File: src/opctl_pkg.sv
// Constants, field layouts and carrier types for the operational control strobe bank
package opctl_pkg;

  // ==========================================================================
  // Timing
  localparam int unsigned CLK_PERIOD_NS     = 10;
  localparam int unsigned CAL_SETTLE_NS     = 100000;
  localparam int unsigned CAL_SETTLE_CYCLES = (CAL_SETTLE_NS + CLK_PERIOD_NS - 1) / CLK_PERIOD_NS;
  localparam int unsigned SETTLE_W          = 16;

  // ==========================================================================
  // Register indices (byte address is four times the index)
  localparam logic [11:0] CALSYNC_IDX    = 12'hA02;
  localparam logic [11:0] FUNC_IDX       = 12'hA03;
  localparam logic [11:0] CORE_REFERENCE_CLOCK_CLR_IDX = 12'hA04;
  localparam logic [11:0] MISC_CLR_IDX   = 12'hA05;
  localparam logic [11:0] PLL_CLR_IDX    = 12'hA06;
  localparam logic [11:0] LIMIT_CLR_IDX  = 12'hA07;
  localparam logic [11:0] STATUS_IDX     = 12'hA1E;
  localparam logic [11:0] UPDATE_IDX     = 12'hA1F;

  // ==========================================================================
  // Field positions, masks and reset values
  localparam int unsigned CS_CAL_BIT     = 0;
  localparam int unsigned CS_SYNC_BIT    = 1;
  localparam int unsigned FUNC_CLR_ALL   = 1;
  localparam int unsigned UPD_BIT        = 0;
  localparam logic [7:0]  CALSYNC_MASK   = 8'h03;
  localparam logic [7:0]  FUNC_MASK      = 8'h7F;
  localparam logic [7:0]  CORE_REFERENCE_CLOCK_MASK    = 8'h33;
  localparam logic [7:0]  MISC_MASK      = 8'h0F;
  localparam logic [7:0]  PLL_MASK       = 8'hFF;
  localparam logic [7:0]  LIMIT_MASK     = 8'h1F;
  localparam logic [7:0]  CALSYNC_RST    = 8'h00;
  localparam int unsigned ST_BUSY_BIT    = 0;
  localparam int unsigned ST_STALL_BIT   = 1;
  localparam int unsigned ST_COMMIT_BIT  = 2;
  localparam int unsigned ST_BAND_LSB    = 4;
  localparam int unsigned ST_AMP_LSB     = 8;

  // ==========================================================================
  // Calibration search space
  localparam int unsigned BAND_W    = 4;
  localparam int unsigned AMP_W     = 3;
  localparam logic [3:0]  BAND_LAST = 4'hF;
  localparam logic [2:0]  AMP_LAST  = 3'h7;

  // ==========================================================================
  // Types
  typedef enum logic [1:0] {CAL_IDLE, CAL_BAND, CAL_AMP} cal_state_t;

  typedef struct packed {
    logic wipe_loop_filter;
    logic comb_integrator_clear;
    logic numeric_synthesizer_acc_clear;
    logic auto_sync_reset;
    logic tuning_word_history_reset;
    logic clear_every_interrupt;
    logic watchdog_restart;
  } func_strobe_t;

  typedef struct packed {
    logic [7:0] limit;
    logic [7:0] pll;
    logic [7:0] misc;
    logic [7:0] core_reference_clock;
  } irq_clear_t;

  typedef struct packed {
    cal_state_t           st;
    logic [SETTLE_W-1:0]  cnt;
    logic [BAND_W-1:0]    band;
    logic [AMP_W-1:0]     amp;
    logic                 busy;
    logic                 done;
  } seq_state_t;

  typedef struct packed {
    logic         pready;
    logic         pslverr;
    logic [31:0]  prdata;
    logic [7:0]   calsync;
    logic         cal_commit;
    logic         cal_start;
    logic         dist_sync;
    func_strobe_t func;
    irq_clear_t   irq;
  } ctl_state_t;

  // Word decode of a byte address against a register index
  function automatic logic reg_hit(input logic [15:0] addr, input logic [11:0] idx);
    return addr[15:2] == {2'b00, idx};
  endfunction

endpackage

File: src/cal_sequencer.sv
// Core reference clock PLL calibration sequencer: band then amplitude search
`timescale 1ns/10ps
module cal_sequencer #(
  parameter logic [15:0] SETTLE_CYCLES = 16'(opctl_pkg::CAL_SETTLE_CYCLES)
) (
  input  wire logic       pclk,
  input  wire logic       presetn,
  input  wire logic       start,
  input  wire logic       tune_in_range,
  input  wire logic       amp_in_range,
  output logic            busy,
  output logic [3:0]      vco_band,
  output logic [2:0]      vco_amp,
  output logic            done
);

  opctl_pkg::seq_state_t s_q;
  opctl_pkg::seq_state_t s_d;

  // ==========================================================================
  // Search: each trial settles, then the range flag decides
  always_comb
  begin
    s_d      = s_q;
    s_d.done = 1'b0;
    case (s_q.st)
      opctl_pkg::CAL_IDLE:
      begin
        if (start)
        begin
          s_d.st   = opctl_pkg::CAL_BAND;
          s_d.band = '0;
          s_d.amp  = '0;
          s_d.cnt  = SETTLE_CYCLES;
          s_d.busy = 1'b1;
        end
      end
      opctl_pkg::CAL_BAND:
      begin
        if (s_q.cnt != '0)
          s_d.cnt = s_q.cnt - 16'h0001;
        else if (tune_in_range || s_q.band == opctl_pkg::BAND_LAST)
        begin
          s_d.st  = opctl_pkg::CAL_AMP;
          s_d.cnt = SETTLE_CYCLES;
        end
        else
        begin
          s_d.band = s_q.band + 4'h1;
          s_d.cnt  = SETTLE_CYCLES;
        end
      end
      opctl_pkg::CAL_AMP:
      begin
        if (s_q.cnt != '0)
          s_d.cnt = s_q.cnt - 16'h0001;
        else if (amp_in_range || s_q.amp == opctl_pkg::AMP_LAST)
        begin
          s_d.st   = opctl_pkg::CAL_IDLE;
          s_d.busy = 1'b0;
          s_d.done = 1'b1;
        end
        else
        begin
          s_d.amp = s_q.amp + 3'h1;
          s_d.cnt = SETTLE_CYCLES;
        end
      end
      default:
      begin
        s_d.st   = opctl_pkg::CAL_IDLE;
        s_d.busy = 1'b0;
      end
    endcase
  end

  always_ff @(posedge pclk or negedge presetn)
  begin
    if (!presetn)
    begin
      s_q.st   <= opctl_pkg::CAL_IDLE;
      s_q.cnt  <= '0;
      s_q.band <= '0;
      s_q.amp  <= '0;
      s_q.busy <= 1'b0;
      s_q.done <= 1'b0;
    end
    else
      s_q <= s_d;
  end

  assign busy     = s_q.busy;
  assign vco_band = s_q.band;
  assign vco_amp  = s_q.amp;
  assign done     = s_q.done;

  // ==========================================================================
  // Checks
  band_settle_hold_a: assert property (@(posedge pclk) disable iff (!presetn)
    (s_q.st == opctl_pkg::CAL_BAND && s_q.cnt != '0) |=> (s_q.st == opctl_pkg::CAL_BAND && s_q.band == $past(s_q.band)))
    else $error("band changed before settling ended");
  band_step_a: assert property (@(posedge pclk) disable iff (!presetn)
    (s_q.st == opctl_pkg::CAL_BAND && s_q.cnt == '0 && !tune_in_range && s_q.band != opctl_pkg::BAND_LAST)
      |=> (s_q.band == $past(s_q.band) + 4'h1 && s_q.cnt == SETTLE_CYCLES))
    else $error("band search did not advance");
  start_busy_a: assert property (@(posedge pclk) disable iff (!presetn)
    (start && s_q.st == opctl_pkg::CAL_IDLE) |=> busy [*2])
    else $error("calibration start did not stall the core clock");
  done_idle_a: assert property (@(posedge pclk) disable iff (!presetn)
    $fell(busy) |-> (done && s_q.st == opctl_pkg::CAL_IDLE))
    else $error("busy dropped without completion");

endmodule

File: src/operational_control_strobes.sv
// Operational control strobe bank: calibration, distribution sync, function resets, interrupt clears
//
// Implementation choice: the APB interface to the registers.
`timescale 1ns/10ps
module operational_control_strobes #(
  parameter logic [15:0] SETTLE_CYCLES = 16'(opctl_pkg::CAL_SETTLE_CYCLES)
) (
  input  wire logic              pclk,
  input  wire logic              presetn,
  input  wire logic [15:0]       paddr,
  input  wire logic              psel,
  input  wire logic              penable,
  input  wire logic              pwrite,
  input  wire logic [31:0]       pwdata,
  output logic [31:0]            prdata,
  output logic                   pready,
  output logic                   pslverr,
  input  wire logic              syspll_enable,
  input  wire logic              tune_in_range,
  input  wire logic              amp_in_range,
  output logic                   dist_stall,
  output logic                   dist_sync,
  output logic                   core_clock_stall,
  output logic [3:0]             vco_band,
  output logic [2:0]             vco_amp,
  output logic                   cal_done,
  output opctl_pkg::func_strobe_t func_strobe,
  output opctl_pkg::irq_clear_t   irq_clear
);

  opctl_pkg::ctl_state_t s_q;
  opctl_pkg::ctl_state_t s_d;
  logic                  cal_busy;
  logic                  access;
  logic                  wr_en;
  logic                  mapped;
  logic                  strobe_reg;
  logic [31:0]           rd_val;
  logic [7:0]            wbyte;

  assign access = psel && penable;
  assign wr_en  = access && s_q.pready && pwrite && !s_q.pslverr;
  assign wbyte  = pwdata[7:0];

  // ==========================================================================
  // Address decode and read data
  always_comb
  begin
    mapped     = 1'b1;
    strobe_reg = 1'b0;
    rd_val     = 32'h0000_0000;
    if (opctl_pkg::reg_hit(paddr, opctl_pkg::CALSYNC_IDX))
      rd_val[7:0] = s_q.calsync & opctl_pkg::CALSYNC_MASK;
    else if (opctl_pkg::reg_hit(paddr, opctl_pkg::FUNC_IDX))
      strobe_reg = 1'b1;
    else if (opctl_pkg::reg_hit(paddr, opctl_pkg::CORE_REFERENCE_CLOCK_CLR_IDX))
      strobe_reg = 1'b1;
    else if (opctl_pkg::reg_hit(paddr, opctl_pkg::MISC_CLR_IDX))
      strobe_reg = 1'b1;
    else if (opctl_pkg::reg_hit(paddr, opctl_pkg::PLL_CLR_IDX))
      strobe_reg = 1'b1;
    else if (opctl_pkg::reg_hit(paddr, opctl_pkg::LIMIT_CLR_IDX))
      strobe_reg = 1'b1;
    else if (opctl_pkg::reg_hit(paddr, opctl_pkg::STATUS_IDX))
    begin
      rd_val[opctl_pkg::ST_BUSY_BIT]   = cal_busy;
      rd_val[opctl_pkg::ST_STALL_BIT]  = s_q.calsync[opctl_pkg::CS_SYNC_BIT];
      rd_val[opctl_pkg::ST_COMMIT_BIT] = s_q.cal_commit;
      rd_val[opctl_pkg::ST_BAND_LSB +: opctl_pkg::BAND_W] = vco_band;
      rd_val[opctl_pkg::ST_AMP_LSB +: opctl_pkg::AMP_W]   = vco_amp;
    end
    else if (opctl_pkg::reg_hit(paddr, opctl_pkg::UPDATE_IDX))
      mapped = 1'b1;
    else
      mapped = 1'b0;
  end

  // ==========================================================================
  // Bus handshake, register writes and strobes
  always_comb
  begin
    s_d           = s_q;
    s_d.cal_start = 1'b0;
    s_d.dist_sync = 1'b0;
    s_d.func      = '0;
    s_d.irq       = '0;
    if (access && !s_q.pready)
    begin
      s_d.pready  = 1'b1;
      s_d.prdata  = pwrite ? 32'h0000_0000 : rd_val;
      // Function and interrupt-clear strobe writes are refused while the core clock is stalled
      s_d.pslverr = !mapped || (pwrite && strobe_reg && cal_busy);
    end
    else if (access && s_q.pready)
    begin
      s_d.pready  = 1'b0;
      s_d.pslverr = 1'b0;
    end
    if (wr_en)
    begin
      if (opctl_pkg::reg_hit(paddr, opctl_pkg::CALSYNC_IDX))
      begin
        s_d.calsync = wbyte & opctl_pkg::CALSYNC_MASK;
        if (s_q.calsync[opctl_pkg::CS_SYNC_BIT] && !wbyte[opctl_pkg::CS_SYNC_BIT])
          s_d.dist_sync = 1'b1;
      end
      else if (opctl_pkg::reg_hit(paddr, opctl_pkg::FUNC_IDX))
      begin
        s_d.func = opctl_pkg::func_strobe_t'(wbyte[6:0] & opctl_pkg::FUNC_MASK[6:0]);
        if (wbyte[opctl_pkg::FUNC_CLR_ALL])
        begin
          s_d.irq.core_reference_clock = opctl_pkg::CORE_REFERENCE_CLOCK_MASK;
          s_d.irq.misc   = opctl_pkg::MISC_MASK;
          s_d.irq.pll    = opctl_pkg::PLL_MASK;
          s_d.irq.limit  = opctl_pkg::LIMIT_MASK;
        end
      end
      else if (opctl_pkg::reg_hit(paddr, opctl_pkg::CORE_REFERENCE_CLOCK_CLR_IDX))
        s_d.irq.core_reference_clock = wbyte & opctl_pkg::CORE_REFERENCE_CLOCK_MASK;
      else if (opctl_pkg::reg_hit(paddr, opctl_pkg::MISC_CLR_IDX))
        s_d.irq.misc = wbyte & opctl_pkg::MISC_MASK;
      else if (opctl_pkg::reg_hit(paddr, opctl_pkg::PLL_CLR_IDX))
        s_d.irq.pll = wbyte & opctl_pkg::PLL_MASK;
      else if (opctl_pkg::reg_hit(paddr, opctl_pkg::LIMIT_CLR_IDX))
        s_d.irq.limit = wbyte & opctl_pkg::LIMIT_MASK;
      else if (opctl_pkg::reg_hit(paddr, opctl_pkg::UPDATE_IDX) && wbyte[opctl_pkg::UPD_BIT])
      begin
        // Commit staged calibration bit; only a committed rise starts a run
        s_d.cal_commit = s_q.calsync[opctl_pkg::CS_CAL_BIT];
        if (s_q.calsync[opctl_pkg::CS_CAL_BIT] && !s_q.cal_commit && syspll_enable && !cal_busy)
          s_d.cal_start = 1'b1;
      end
    end
  end

  always_ff @(posedge pclk or negedge presetn)
  begin
    if (!presetn)
    begin
      s_q.pready     <= 1'b0;
      s_q.pslverr    <= 1'b0;
      s_q.prdata     <= 32'h0000_0000;
      s_q.calsync    <= opctl_pkg::CALSYNC_RST;
      s_q.cal_commit <= 1'b0;
      s_q.cal_start  <= 1'b0;
      s_q.dist_sync  <= 1'b0;
      s_q.func       <= '0;
      s_q.irq        <= '0;
    end
    else
      s_q <= s_d;
  end

  // ==========================================================================
  // Calibration engine
  cal_sequencer #(
    .SETTLE_CYCLES (SETTLE_CYCLES)
  ) u_cal (
    .pclk          (pclk),
    .presetn       (presetn),
    .start         (s_q.cal_start),
    .tune_in_range (tune_in_range),
    .amp_in_range  (amp_in_range),
    .busy          (cal_busy),
    .vco_band      (vco_band),
    .vco_amp       (vco_amp),
    .done          (cal_done)
  );

  // ==========================================================================
  // Outputs
  assign prdata           = s_q.prdata;
  assign pready           = s_q.pready;
  assign pslverr          = s_q.pslverr;
  assign dist_stall       = s_q.calsync[opctl_pkg::CS_SYNC_BIT];
  assign dist_sync        = s_q.dist_sync;
  assign core_clock_stall = cal_busy;
  assign func_strobe      = s_q.func;
  assign irq_clear        = s_q.irq;

  // ==========================================================================
  // Checks
  stall_follow_a: assert property (@(posedge pclk) disable iff (!presetn)
    (wr_en && opctl_pkg::reg_hit(paddr, opctl_pkg::CALSYNC_IDX)) |=> (dist_stall == $past(pwdata[1])))
    else $error("distribution stall does not follow sync bit");
  sync_fall_a: assert property (@(posedge pclk) disable iff (!presetn)
    dist_sync |-> ($past(dist_stall) && !dist_stall))
    else $error("sync pulse without a falling request");
  sync_no_set_a: assert property (@(posedge pclk) disable iff (!presetn)
    $rose(dist_stall) |-> !dist_sync)
    else $error("sync fired on setting the request");
  cal_launch_a: assert property (@(posedge pclk) disable iff (!presetn)
    (wr_en && opctl_pkg::reg_hit(paddr, opctl_pkg::UPDATE_IDX) && pwdata[0] && s_q.calsync[0] && !s_q.cal_commit
      && syspll_enable && !cal_busy) |=> ##1 core_clock_stall)
    else $error("committed calibration rise did not start calibration");
  cal_disabled_a: assert property (@(posedge pclk) disable iff (!presetn)
    s_q.cal_start |-> $past(syspll_enable))
    else $error("calibration started with the PLL disabled");
  func_selfclear_a: assert property (@(posedge pclk) disable iff (!presetn)
    (func_strobe != '0) |=> (func_strobe == '0))
    else $error("function strobe held longer than one cycle");
  irq_all_clear_a: assert property (@(posedge pclk) disable iff (!presetn)
    (wr_en && opctl_pkg::reg_hit(paddr, opctl_pkg::FUNC_IDX) && pwdata[1])
      |=> (irq_clear == {opctl_pkg::LIMIT_MASK, opctl_pkg::PLL_MASK, opctl_pkg::MISC_MASK, opctl_pkg::CORE_REFERENCE_CLOCK_MASK}))
    else $error("global clear missed some interrupt bits");
  irq_selfclear_a: assert property (@(posedge pclk) disable iff (!presetn)
    (irq_clear != '0) |=> (irq_clear == '0))
    else $error("interrupt clear held longer than one cycle");
  reserved_zero_a: assert property (@(posedge pclk) disable iff (!presetn)
    ((irq_clear.core_reference_clock & ~opctl_pkg::CORE_REFERENCE_CLOCK_MASK) == 8'h00) && ((irq_clear.misc & ~opctl_pkg::MISC_MASK) == 8'h00)
      && ((irq_clear.limit & ~opctl_pkg::LIMIT_MASK) == 8'h00) && ((s_q.calsync & ~opctl_pkg::CALSYNC_MASK) == 8'h00))
    else $error("unused bit set");
  core_reference_clock_map_a: assert property (@(posedge pclk) disable iff (!presetn)
    (wr_en && opctl_pkg::reg_hit(paddr, opctl_pkg::CORE_REFERENCE_CLOCK_CLR_IDX))
      |=> (irq_clear.core_reference_clock == ($past(pwdata[7:0]) & opctl_pkg::CORE_REFERENCE_CLOCK_MASK)))
    else $error("core clock clear bits mismapped");

endmodule

File: config.mk
export PLATFORM = sky130hd
export DESIGN_NAME = operational_control_strobes
export DESIGN_NICKNAME = d
export VERILOG_FILES = /design/src/opctl_pkg.sv /design/src/cal_sequencer.sv /design/src/operational_control_strobes.sv
export SDC_FILE = /design/constraint.sdc
export NUM_CORES = 1
export LEC_CHECK = 0
export BUFFER_PORTS_ARGS = -buffer_cell sky130_fd_sc_hd__buf_2
export CAP_MARGIN = 20
export CORE_ASPECT_RATIO = 0.7
export CORE_MARGIN = 3
export CORE_UTILIZATION = 40
export CTS_BUF_LIST = sky130_fd_sc_hd__clkbuf_16
export DETAILED_ROUTE_END_ITERATION = 16
export PLACE_DENSITY = 0.67
export SYNTH_ARGS = -nofsm -noshare
export SYNTH_HDL_FRONTEND = slang
export SYNTH_SLANG_ARGS = --single-unit
File: constraint.sdc
create_clock -name pclk -period 7.3 [get_ports pclk]
set_input_delay 1.46 -clock pclk [delete_from_list [all_inputs] [get_ports pclk]]
set_output_delay 1.46 -clock pclk [all_outputs]
set_load 0.01 [all_outputs]
Yosys cells after proc, flatten, opt, wreduce, memory -nomap -nowiden
Cells that the tools add are included.
{"block": "op_classes", "bitwise": 7, "mux": 73, "reduce_logical": 34, "n_eq_ne": 20, "addsub": 3}
{"operator": "$eq 14x12->1 const B", "n": 8}
{"operator": "$mux 29", "n": 2}
{"operator": "$mux 7", "n": 7}
{"operator": "$mux 16", "n": 3}
{"operator": "$pmux 16 s3", "n": 1}
{"operator": "$mux 41", "n": 1}
{"operator": "$mux 39", "n": 1}
{"operator": "$mux 3", "n": 9}
{"operator": "$mux 26", "n": 1}
{"operator": "$mux 1", "n": 25}
{"operator": "$mux 21", "n": 1}
{"operator": "$mux 4", "n": 4}
{"operator": "$reduce_bool 16->1", "n": 1}
{"operator": "$sub 16x1->16 const B", "n": 1}
{"operator": "$mux 5", "n": 3}
{"operator": "$mux 2", "n": 7}
{"operator": "$mux 13", "n": 1}
{"operator": "$logic_and 1x1->1", "n": 12}
{"operator": "$reduce_and 4->1", "n": 3}
{"operator": "$mux 11", "n": 1}
{"operator": "$ne 2x2->1 const B", "n": 5}
{"operator": "$mux 8", "n": 1}
{"operator": "$pmux 4 s2", "n": 1}
{"operator": "$reduce_and 8->1", "n": 1}
{"operator": "other kinds (21)", "n": 37}
{"block": "word_totals", "inputBits": 56, "output_inout_bits": 84, "register_bits": 105, "wordCells": 161}

Longest topological paths before layout
Gate-level depths: netlist of the first run.
{"block": "depth", "depth_word": 13, "depth_mapped": 8, "ltp_nobuf": 7}

Cells and area by module
Synthesis of the first run repeated with hierarchy kept, for this count alone.
{"block": "unflattened", "hier_cells": 414, "hier_area_um2": 4088.9}
{"mod": "operational_control_strobes", "cells_each": 226, "n_inst": 1, "area_each_um2": 2428.6, "seq_area_each_um2": 1126.1}
{"mod": "cal_sequencer", "cells_each": 188, "n_inst": 1, "area_each_um2": 1660.3, "seq_area_each_um2": 675.6}

Least setup slack after synthesis of the first run
Ideal clock, no wire load.
{"block": "synth_timing", "path_type": "input-to-reg", "startpoint": "input port paddr[7]", "endpoint": "register, netlist name prdata[0]", "path_slack_ps": 4017, "path_buffers": 1, "stages": 5, "required_time_ps": 7232, "setup_ps": 68, "t_arrival_ps": 3215, "path_cell_list": "or3_1 -> or3_1 -> clkbuf_1 -> nor4_2 -> a221o_1"}
{"block": "synth_via", "elab_chain_len": 9, "word_cells_on_any_way": 15, "classes_between": "eq/ne: 7; mux: 8"}
{"element": "start, declared", "line_no": "operational_control_strobes.sv:10", "rtl": "input wire logic [15:0] paddr,"}
{"element": "$eq 14x12->1", "line_no": "opctl_pkg.sv:92", "rtl": "return addr[15:2] == {2'b00, idx};"}
{"element": "$mux 3", "line_no": "operational_control_strobes.sv:64", "rtl": "else if (opctl_pkg::reg_hit(paddr, opctl_pkg::STATUS_IDX))"}
{"element": "$mux 3", "line_no": "operational_control_strobes.sv:62", "rtl": "else if (opctl_pkg::reg_hit(paddr, opctl_pkg::LIMIT_CLR_IDX))"}
{"element": "$mux 3", "line_no": "operational_control_strobes.sv:60", "rtl": "else if (opctl_pkg::reg_hit(paddr, opctl_pkg::PLL_CLR_IDX))"}
{"element": "$mux 3", "line_no": "operational_control_strobes.sv:58", "rtl": "else if (opctl_pkg::reg_hit(paddr, opctl_pkg::MISC_CLR_IDX))"}
{"element": "$mux 3", "line_no": "operational_control_strobes.sv:56", "rtl": "else if (opctl_pkg::reg_hit(paddr, opctl_pkg::CORE_REFERENCE_CLOCK_CLR_IDX))"}
{"element": "$mux 3", "line_no": "operational_control_strobes.sv:54", "rtl": "else if (opctl_pkg::reg_hit(paddr, opctl_pkg::FUNC_IDX))"}
{"element": "$mux 3 *", "line_no": "operational_control_strobes.sv:52", "rtl": "if (opctl_pkg::reg_hit(paddr, opctl_pkg::CALSYNC_IDX))"}
{"element": "$mux 11 *", "line_no": "operational_control_strobes.sv:90", "rtl": "s_d.prdata = pwrite ? 32'h0000_0000 : rd_val;"}
Mark *: on every way between the ends. The rest lies on a longest branch, timed or not.
A chain may end at the register's enable or synchronous reset.

==> results of run 1 <==
power groups by stage:
| stage | logic (mW) | clock network (mW) | registers (mW) |
|---|---|---|---|
| finish | 0.241 | 0.501 | 0.468 |
| global route | 0.272 | 0.529 | 0.474 |
| floorplan | 0.188 | 0 | 0.464 |
| CTS | 0.241 | 0.513 | 0.467 |
| global placement | 0.231 | 0 | 0.469 |
| detailed placement | 0.239 | 0 | 0.473 |
flip-flops by register name, summed over array words and instances (netlist names), 3 cells and up:
signal	flops
irq_clear	21
u_cal.s_q	18
prdata	10
func_strobe	7
u_cal.vco_band	4
s_q	3
u_cal.vco_amp	3
Yosys cell counts, types with 4 or more instances:
cell type	number	area [sq um]
inv_1	8	30.03
clkbuf_1	7	26.28
and2_1	7	43.79
nor3_1	9	45.04
nor4_1	10	62.56
nand3_1	9	45.04
a21oi_1	15	75.07
ha_1	9	112.6
nand4_1	6	37.54
buf_4	78	585.6
or3_1	6	37.54
a22o_1	16	140.1
or4_1	4	30.03
dfrtp_1	72	1802
o211ai_1	6	45.04
mux2_2	5	56.30
nand2_1	48	180.2
a31oi_1	5	31.28
or2_2	4	25.02
and3_1	4	25.02
o21ai_0	13	65.06
o31ai_1	5	37.54
nor2_1	14	52.55
final cells by class:
type,instances,area share (%)
Timing Repair Buffer,83,9.721
Clock buffer,9,5.177
Multi-Input combinational cell,266,36.67
Sequential cell,72,41.42
Clock inverter,7,2.761
Inverter,8,0.6903
Tap cell,124,3.566
metal layers:
layer	part of all wire [%]	global-route usage [%]	up-vias
met5	0	0	-
met4	0.96	4.378	0
met1	49	23.84	1396
met3	9.1	3.981	12
li1	-	-	1399
met2	41	20.00	120
through the flow:
stage / std cells / hold WS (ns) / instance area [sq um] / utilization (%)
after global placement: 552 / 0.4599 / 3998 / 43.04
after CTS: 568 / 0.4964 / 4343 / 46.75
final: 569 / 0.4885 / 4350 / 46.83
after detailed placement: 552 / 0.4751 / 3998 / 43.04
after global routing: 569 / 0.5225 / 4350 / 46.83
after floorplan: 432 / 0.4242 / 4044 / -
path summary, 6_finish.rpt:
kind	startpoint	to	slack, ns	cells past startpoint
min in group asynchronous	presetn	irq_clear[23]	1.32	2
worst min-delay path	s_q[41]	s_q[40]	0.49	1
worst min register to register	s_q[41]	s_q[40]	0.49	1
max in group asynchronous	presetn	prdata[2]	5.39	2
worst max register to register	u_cal.s_q[20]	u_cal.s_q[21]	4.41	5
worst max-delay path	paddr[7]	irq_clear[8]	3.76	6
worst max-delay path, stage by stage:
cell     delay (ns)
buf_2          0.09
or3_1          0.47
or3_1          0.55
nor4b_1        0.91
nand2_1        0.13
a21oi_1        0.18
kinds of logic (layout without fill, tap and decap cells):
family / after synthesis / after routing / share of synthesized area (%)
AOI/OAI and AO/OA: 70 / 70 / 12.12
xor gates and xnor gates: 5 / 5 / 1.116
adders and majority gates: 9 / 9 / 2.870
buffers and inverters: 94 / 107 / 16.49
DFF: 72 / 72 / 45.92
muxes: 7 / 7 / 1.945
other: 1 / 33 / 0.09557
and+or+nand+nor: 142 / 142 / 19.45
cell usage in the layout, fill, tap and decap left out, drive strengths merged, types with 3 or more instances in the layout:
| master | Yosys | final |
|---|---|---|
| a22o | 16 | 16 |
| nand3 | 9 | 9 |
| nand4 | 6 | 6 |
| a31oi | 5 | 5 |
| inv | 8 | 8 |
| clkinv | 0 | 3 |
| bufinv | 0 | 3 |
| buf | 78 | 83 |
| or4 | 8 | 8 |
| or3 | 9 | 9 |
| nor4 | 11 | 11 |
| a21oi | 15 | 15 |
| or2 | 4 | 4 |
| nand2 | 48 | 48 |
| and2 | 7 | 7 |
| clkbuf | 8 | 9 |
| dfrtp | 72 | 72 |
| ha | 9 | 9 |
| o211ai | 6 | 6 |
| nor2 | 14 | 14 |
| xor2 | 3 | 3 |
| nor2b | 3 | 3 |
| o21ai | 14 | 14 |
| nor4b | 3 | 3 |
| nor3 | 9 | 9 |
| o31ai | 5 | 5 |
| conb | 1 | 33 |
| mux2 | 5 | 5 |
| and3 | 4 | 4 |
==> flow_summary.ini, run 1 <==
[logic_synthesis]
synth_edf_count = 0
synth_area_sq_um = 3924
synthFlopType = dfrtp_1
ys_warn_count = 0
synthArstFlopShare_pct = 100.0
avgSynthCellArea_sq_um = 9.809
ys_types = 48
netlist_instances = 400
seq_area_frac_synth_pct = 45.92
ys_ff_latch = 72

[global_routing]
track_usage_pct = 15.15
grt_pass1_vias = 2658
overflow = 0
grt_pass1_wl_microns = 13440
grt_max_degree = 73
antenna_found_initial = 0

[clock_tree]
cts_resized = 0
clockBufferDepth = 2
numCtsBuffers = 9
cts.sinks = 72
htreeDepth = 3
cts.clk_slew.worst_paths_ns = 0.06
post_cts_buffers = 0
cts_tree = done
clock_tree.root_cell = clkbuf_16
cts-hold-fix-buffers = 0
clk_latency_ns = 0.33

[sta]
skew_ns = 0.006091
slew_viol_final = 0
setup_ws_ns = 3.757
setup_viol_count_final = 0
hold_viol = 0
rsz0062_at_grt = no
tns_ns = 0
clock.fmax_mhz = 282.2
slew_headroom_pct = 28.51
post-route-period-util_pct = 48.54
tightest_slew_ns = 1.057
fin_crit_ns = 3.543

[placement]
dpl_worst_slack_ns = 3.428
io_buffers = 80
place_hpwl_microns = 6305
place_congestion = 0.9056

[finish]
n_antenna_cell = 0
nFillCells = 894
synthToLayoutAreaGrowth_pct = 10.87
multiInputGateArea_sq_um = 1595
nets = 505
drive_gt1_share_pct = 26.29
seqCellArea_sq_um = 1802

[pwr]
p_clk_share_pct = 41.4
seq_power_share_pct = 38.6
p_leak_nw = 2.207
p_sw_mw = 0.3563
p_comb_share_pct = 20.0
ir_drop_v = 0.0001538
cellPowerDensity_nw_per_um2 = 278.1
total_power_mw = 1.210
p_sw_share_pct = 29.45
power.internal_mw = 0.8535

[floorplanning]
io_pins = 140
die_y_microns = 88.87
core_area_sq_um = 9289
die_w_microns = 124.4
die-area_sq_um = 11050
row_count = 29
initial_core_util_pct = 42.24

[job]
maxCapViolCount = 0

[worst_setup_path]
critPathMaxFanout = 8
startpoint_type = input port
crit_type = in -> reg
critPathRequiredTime_ns = 7.55
end_kind = flop
worstPathArrival_ns = 3.79

[detailed_routing]
wl_microns = 8463
drtAntennaViolNets = 0
drt_first_pass_iters = 4
vias_per_cell = 5.144
wl_per_cell_microns = 14.87
dr.first_iter.drc_count = 245
num_vias = 2927
drc_errors = 0

[min_path]
hp-class = reg -> reg

[outcome]
status = complete, no violations
Note: power is estimated with default switching activity, not from simulation.
==> run 2: changes to the inputs <==
Clock period 7.3 ns to 3.35 ns, I/O delays scaled along.
==> run 2 against run 1 <==
  * Total power grew 99%
  * Non-clock buffer count grew 5
  * Sequential share of layout area grew 0.34 points
  * Sequential power grew 120%
  * Cell count grew 0.88%
  * First-iteration DRC count grew 1.2%
  * Combinational power grew 120%
  * Register-to-register slack lost 3.6 ns
  * Via count grew 1.6%
  * Clock power grew 74%
  * Critical path type is now reg -> reg
  * Critical endpoint is now u_cal.vco_amp[1]
  * Largest cell class unchanged
==> flow_summary.ini, run 2 (synthesis results as in run 1) <==
[clock_tree]
post_cts_buffers = 0
cts_tree = done
numCtsBuffers = 9
cts_resized = 0
clock_tree.root_cell = clkbuf_16
cts.sinks = 72
cts-hold-fix-buffers = 0
htreeDepth = 3
clk_latency_ns = 0.33
clockBufferDepth = 2
cts.clk_slew.worst_paths_ns = 0.06

[job]
maxCapViolCount = 0

[placement]
dp_cells = 558
io_buffers = 80
dpl_worst_slack_ns = 0.6496
postPlaceCellArea_sq_um = 4043
place_hpwl_microns = 6493
place_congestion = 0.8925

[outcome]
status = complete, no violations

[worst_setup_path]
worstPathArrival_ns = 2.77
critPathRequiredTime_ns = 3.58
worst-r2r-cell-count = 5
r2r_end = u_cal.vco_amp[1]
worst_r2r_startpoint = u_cal.s_q[14]
crit_type = reg -> reg
critPathMaxFanout = 8
end_kind = flop
r2r_slack_ns = 0.80
startpoint_type = flop

[floorplanning]
die_y_microns = 88.87
io_pins = 140
initial_core_util_pct = 42.24
core_area_sq_um = 9289
die-area_sq_um = 11050
row_count = 29
die_w_microns = 124.4

[sta]
fin_crit_ns = 2.547
slew_headroom_pct = 44.48
skew_ns = 0.003792
slew_viol_final = 0
post-route-period-util_pct = 76.02
clock.fmax_mhz = 392.7
setup_ws_ns = 0.8034
rsz0062_at_grt = no
hold_viol = 0
tightest_slew_ns = 0.8327
tns_ns = 0
setup_viol_count_final = 0

[finish]
mostFrequentLayoutCell = buf_2
fin_area_sq_um = 4315
nets = 510
largest_register_ffs = 21
fin_cells = 574
drive_gt1_share_pct = 27.11
synthToLayoutAreaGrowth_pct = 9.981
multiInputGateArea_sq_um = 1595
seqCellArea_sq_um = 1802
nFillCells = 854
n_antenna_cell = 0
final_cell_mix = buf_2, dfrtp_1, nand2_1, conb_1, a22o_1
final_util_pct = 46.46

[detailed_routing]
drt_first_pass_iters = 4
wl_microns = 8549
wl_per_cell_microns = 14.89
dr.first_iter.drc_count = 248
num_vias = 2975
drc_errors = 0
vias_per_cell = 5.183
drtAntennaViolNets = 0

[global_routing]
track_usage_pct = 15.22
antenna_found_initial = 0
grt_pass1_vias = 2609
grt_pass1_wl_microns = 13280
grt_max_degree = 38
overflow = 0

[pwr]
p_leak_nw = 2.197
cellPowerDensity_nw_per_um2 = 559.1
ir_drop_v = 0.0003067

[min_path]
hp-class = in -> async
[run 2: cell types whose count changed in the layout (fill, tap and decap cells not counted), sizes merged]
| cell | previous run | this run |
|---|---|---|
| buf | 83 | 88 |
| bufinv | 3 | 0 |
| clkinv | 3 | 4 |
| clkinvlp | 1 | 2 |
| inv | 8 | 9 |
[run 2: report_power, final]
group | total [mW] | internal [mW] | switching [mW]
sequential | 1.01 | 0.937 | 0.0765
clock | 0.872 | 0.500 | 0.372
combinational | 0.527 | 0.195 | 0.333
[run 2: area by class of cell]
class,count,area share [%]
tap,124,3.595
timing repair buffer,88,10.67
multi-input combinational,266,36.97
clock buffer,9,5.219
clock inverter,7,1.102
sequential,72,41.75
inverter,8,0.6959
[run 2: metal layers]
| metal | track usage (%) | routed length [microns] |
|---|---|---|
| met1 | 22.78 | 4216 |
| met2 | 20.98 | 3497 |
| met5 | 0 | 0 |
| met4 | 3.881 | 77 |
| met3 | 5.127 | 758 |
[run 2: worst max path at each step]
stage / start / end / slack (ns) / depth (start not counted)
floorplan: paddr[7] / prdata[0] / 0.86 / 5
global placement: paddr[7] / irq_clear[0] / 0.73 / 6
detailed placement: paddr[15] / irq_clear[22] / 0.65 / 6
CTS: u_cal.s_q[14] / u_cal.vco_amp[1] / 0.81 / 5
global route: u_cal.s_q[26] / u_cal.s_q[21] / 0.68 / 7
finish: u_cal.s_q[14] / u_cal.vco_amp[1] / 0.80 / 5
[run 2: critical path, cell delays in order, from the launching register on]
cell	delay [ns]
dfrtp_1	0.43
or4_4	0.57
or3_1	0.43
or4_4	0.53
a22o_1	0.25
a22o_1	0.22
[run 2: metrics by stage]
stage / hold WS [ns] / total power, mW
5_1_grt: 0.5009 / 2.543
2_1_floorplan: 0.3744 / 1.419
3_3_place_gp: 0.4605 / 1.526
6_report: 0.4394 / 2.413
3_5_place_dp: 0.4809 / 1.545
4_1_cts: 0.4603 / 2.421
==> run 3: changes to the inputs <==
Clock period 3.35 ns to 2.54 ns, I/O delays scaled along.
==> run 3 against run 2 <==
  * Combinational power up 48%
  * First-iteration DRC count increased by 21%
  * Worst setup slack lost 0.66 ns
  * Clock power up 38%
  * Total power increased by 37%
  * Largest cell class unchanged
  * Worst hold slack got worse by 0.28 ns
  * Final area rose by 3.0%
==> flow_summary.ini, run 3 (synthesis results as in run 1) <==
[detailed_routing]
wl_microns = 8584
num_vias = 3042
drc_errors = 0
vias_per_cell = 5.182
drt_first_pass_iters = 4
dr.first_iter.drc_count = 301
wl_per_cell_microns = 14.62
drtAntennaViolNets = 0

[floorplanning]
die_y_microns = 88.87
initial_core_util_pct = 42.24
io_pins = 140
core_area_sq_um = 9289
die_w_microns = 124.4
row_count = 29
die-area_sq_um = 11050

[worst_setup_path]
critPathRequiredTime_ns = 2.76
critPathMaxFanout = 3
startpoint_type = flop
end_kind = flop
crit_type = reg -> reg
crit_buf_inv = 0
worstPathArrival_ns = 2.62
worstPathCellList = or4_4 > or3_1 > or4_4 > a22o_1 > a22o_1
cpPeakStageDelay_ns = 0.57
crit_family = simple AND/OR/NAND/NOR gates
cp_slowest_cell = or4_4

[finish]
nets = 523
mostFrequentLayoutCell = buf_2
seqCellArea_sq_um = 1802
multiInputGateArea_sq_um = 1602
drive_gt1_share_pct = 29.59
largest_register_ffs = 21
nFillCells = 873
synthToLayoutAreaGrowth_pct = 13.27
n_antenna_cell = 0
final_cell_mix = buf_2, dfrtp_1, nand2_1, conb_1, buf_4
final_util_pct = 47.84

[sta]
skew_ns = 0.004468
post-route-period-util_pct = 94.54
rsz0062_at_grt = no
hold_viol = 0
slew_headroom_pct = 54.63
tns_ns = 0
setup_ws_ns = 0.1388
clock.fmax_mhz = 416.5
tightest_slew_ns = 0.6745
slew_viol_final = 0
fin_crit_ns = 2.401
setup_viol_count_final = 0

[pwr]
p_leak_nw = 2.262
cellPowerDensity_nw_per_um2 = 743.7
p_sw_mw = 1.084
p_clk_share_pct = 36.2
seq_power_share_pct = 40.2
power.internal_mw = 2.221
p_sw_share_pct = 32.81
p_comb_share_pct = 23.5
ir_drop_v = 0.0003682

[placement]
io_buffers = 80
dpl_worst_slack_ns = 0.08775
place_hpwl_microns = 6514
place_congestion = 0.8518

[clock_tree]
clk_latency_ns = 0.33
numCtsBuffers = 9
cts.clk_slew.worst_paths_ns = 0.06
htreeDepth = 3
cts_resized = 0
cts.sinks = 72
post_cts_buffers = 0
clockBufferDepth = 2
cts-hold-fix-buffers = 0
clock_tree.root_cell = clkbuf_16
cts_tree = done

[global_routing]
grt_max_degree = 49
track_usage_pct = 15.31
grt_pass1_wl_microns = 13530
overflow = 0
antenna_found_initial = 0
grt_pass1_vias = 2735

[job]
maxCapViolCount = 0

[outcome]
status = complete, no violations

[min_path]
hp-class = in -> async
[run 3: changes by cell type in the layout (fill, tap and decap cells not counted)]
cell,before,now
buf_4,8,20
clkinv_2,3,0
inv_6,1,3
a21oi_1,15,14
a21oi_2,0,1
buf_12,0,1
clkinv_4,1,0
clkinvlp_4,2,3
inv_8,0,1
nor2b_1,3,2
nor2b_2,0,1
[run 3: worst paths after layout]
check,cells past startpoint,slack [ns],from,end
max in group asynchronous,2,1.74,presetn,u_cal.s_q[21]
worst min-delay path,1,0.16,presetn,irq_clear[27]
min in group pclk,3,0.37,pwdata[7],irq_clear[23]
worst max-delay path,5,0.14,u_cal.s_q[14],u_cal.vco_amp[1]
worst min register to register,2,0.49,prdata[1],prdata[1]
worst max register to register,5,0.14,u_cal.s_q[14],u_cal.vco_amp[1]
[run 3: metrics by stage]
stage | std cells | power [mW] | hold WS [ns] | cell area, sq um
after floorplan | 432 | 1.872 | 0.2124 | 4044
after global placement | 571 | 2.072 | 0.4601 | 4153
after detailed placement | 571 | 2.102 | 0.4746 | 4153
after CTS | 587 | 3.317 | 0.1690 | 4438
after global routing | 587 | 3.489 | 0.1945 | 4444
final | 587 | 3.305 | 0.1588 | 4444
[run 3: power groups by stage]
stage                     Combinational, mW  Sequential (mW)  Clock, mW
after floorplan                       0.540             1.33          0
after global placement                0.730             1.34          0
after detailed placement              0.755             1.35          0
after CTS                             0.759             1.33       1.23
after global routing                  0.858             1.34       1.29
final                                 0.778             1.33       1.20
[run 3: cell type report]
type                            instances  share of cell area, %
Clock buffer                            9                  5.068
Clock inverter                          7                  1.351
Inverter                                8                 0.6757
Multi-Input combinational cell        266                  36.04
Sequential cell                        72                  40.54
Tap cell                              124                  3.491
Timing Repair Buffer                  101                  12.84
[run 3: layer usage]
| layer | vias up | GRT usage (%) | part of all wire, % |
|---|---|---|---|
| li1 | 1442 | - | - |
| met1 | 1427 | 22.82 | 48 |
| met2 | 162 | 20.98 | 40 |
| met3 | 11 | 4.584 | 9.8 |
| met4 | 0 | 5.274 | 1.3 |
| met5 | - | 0 | 0 |
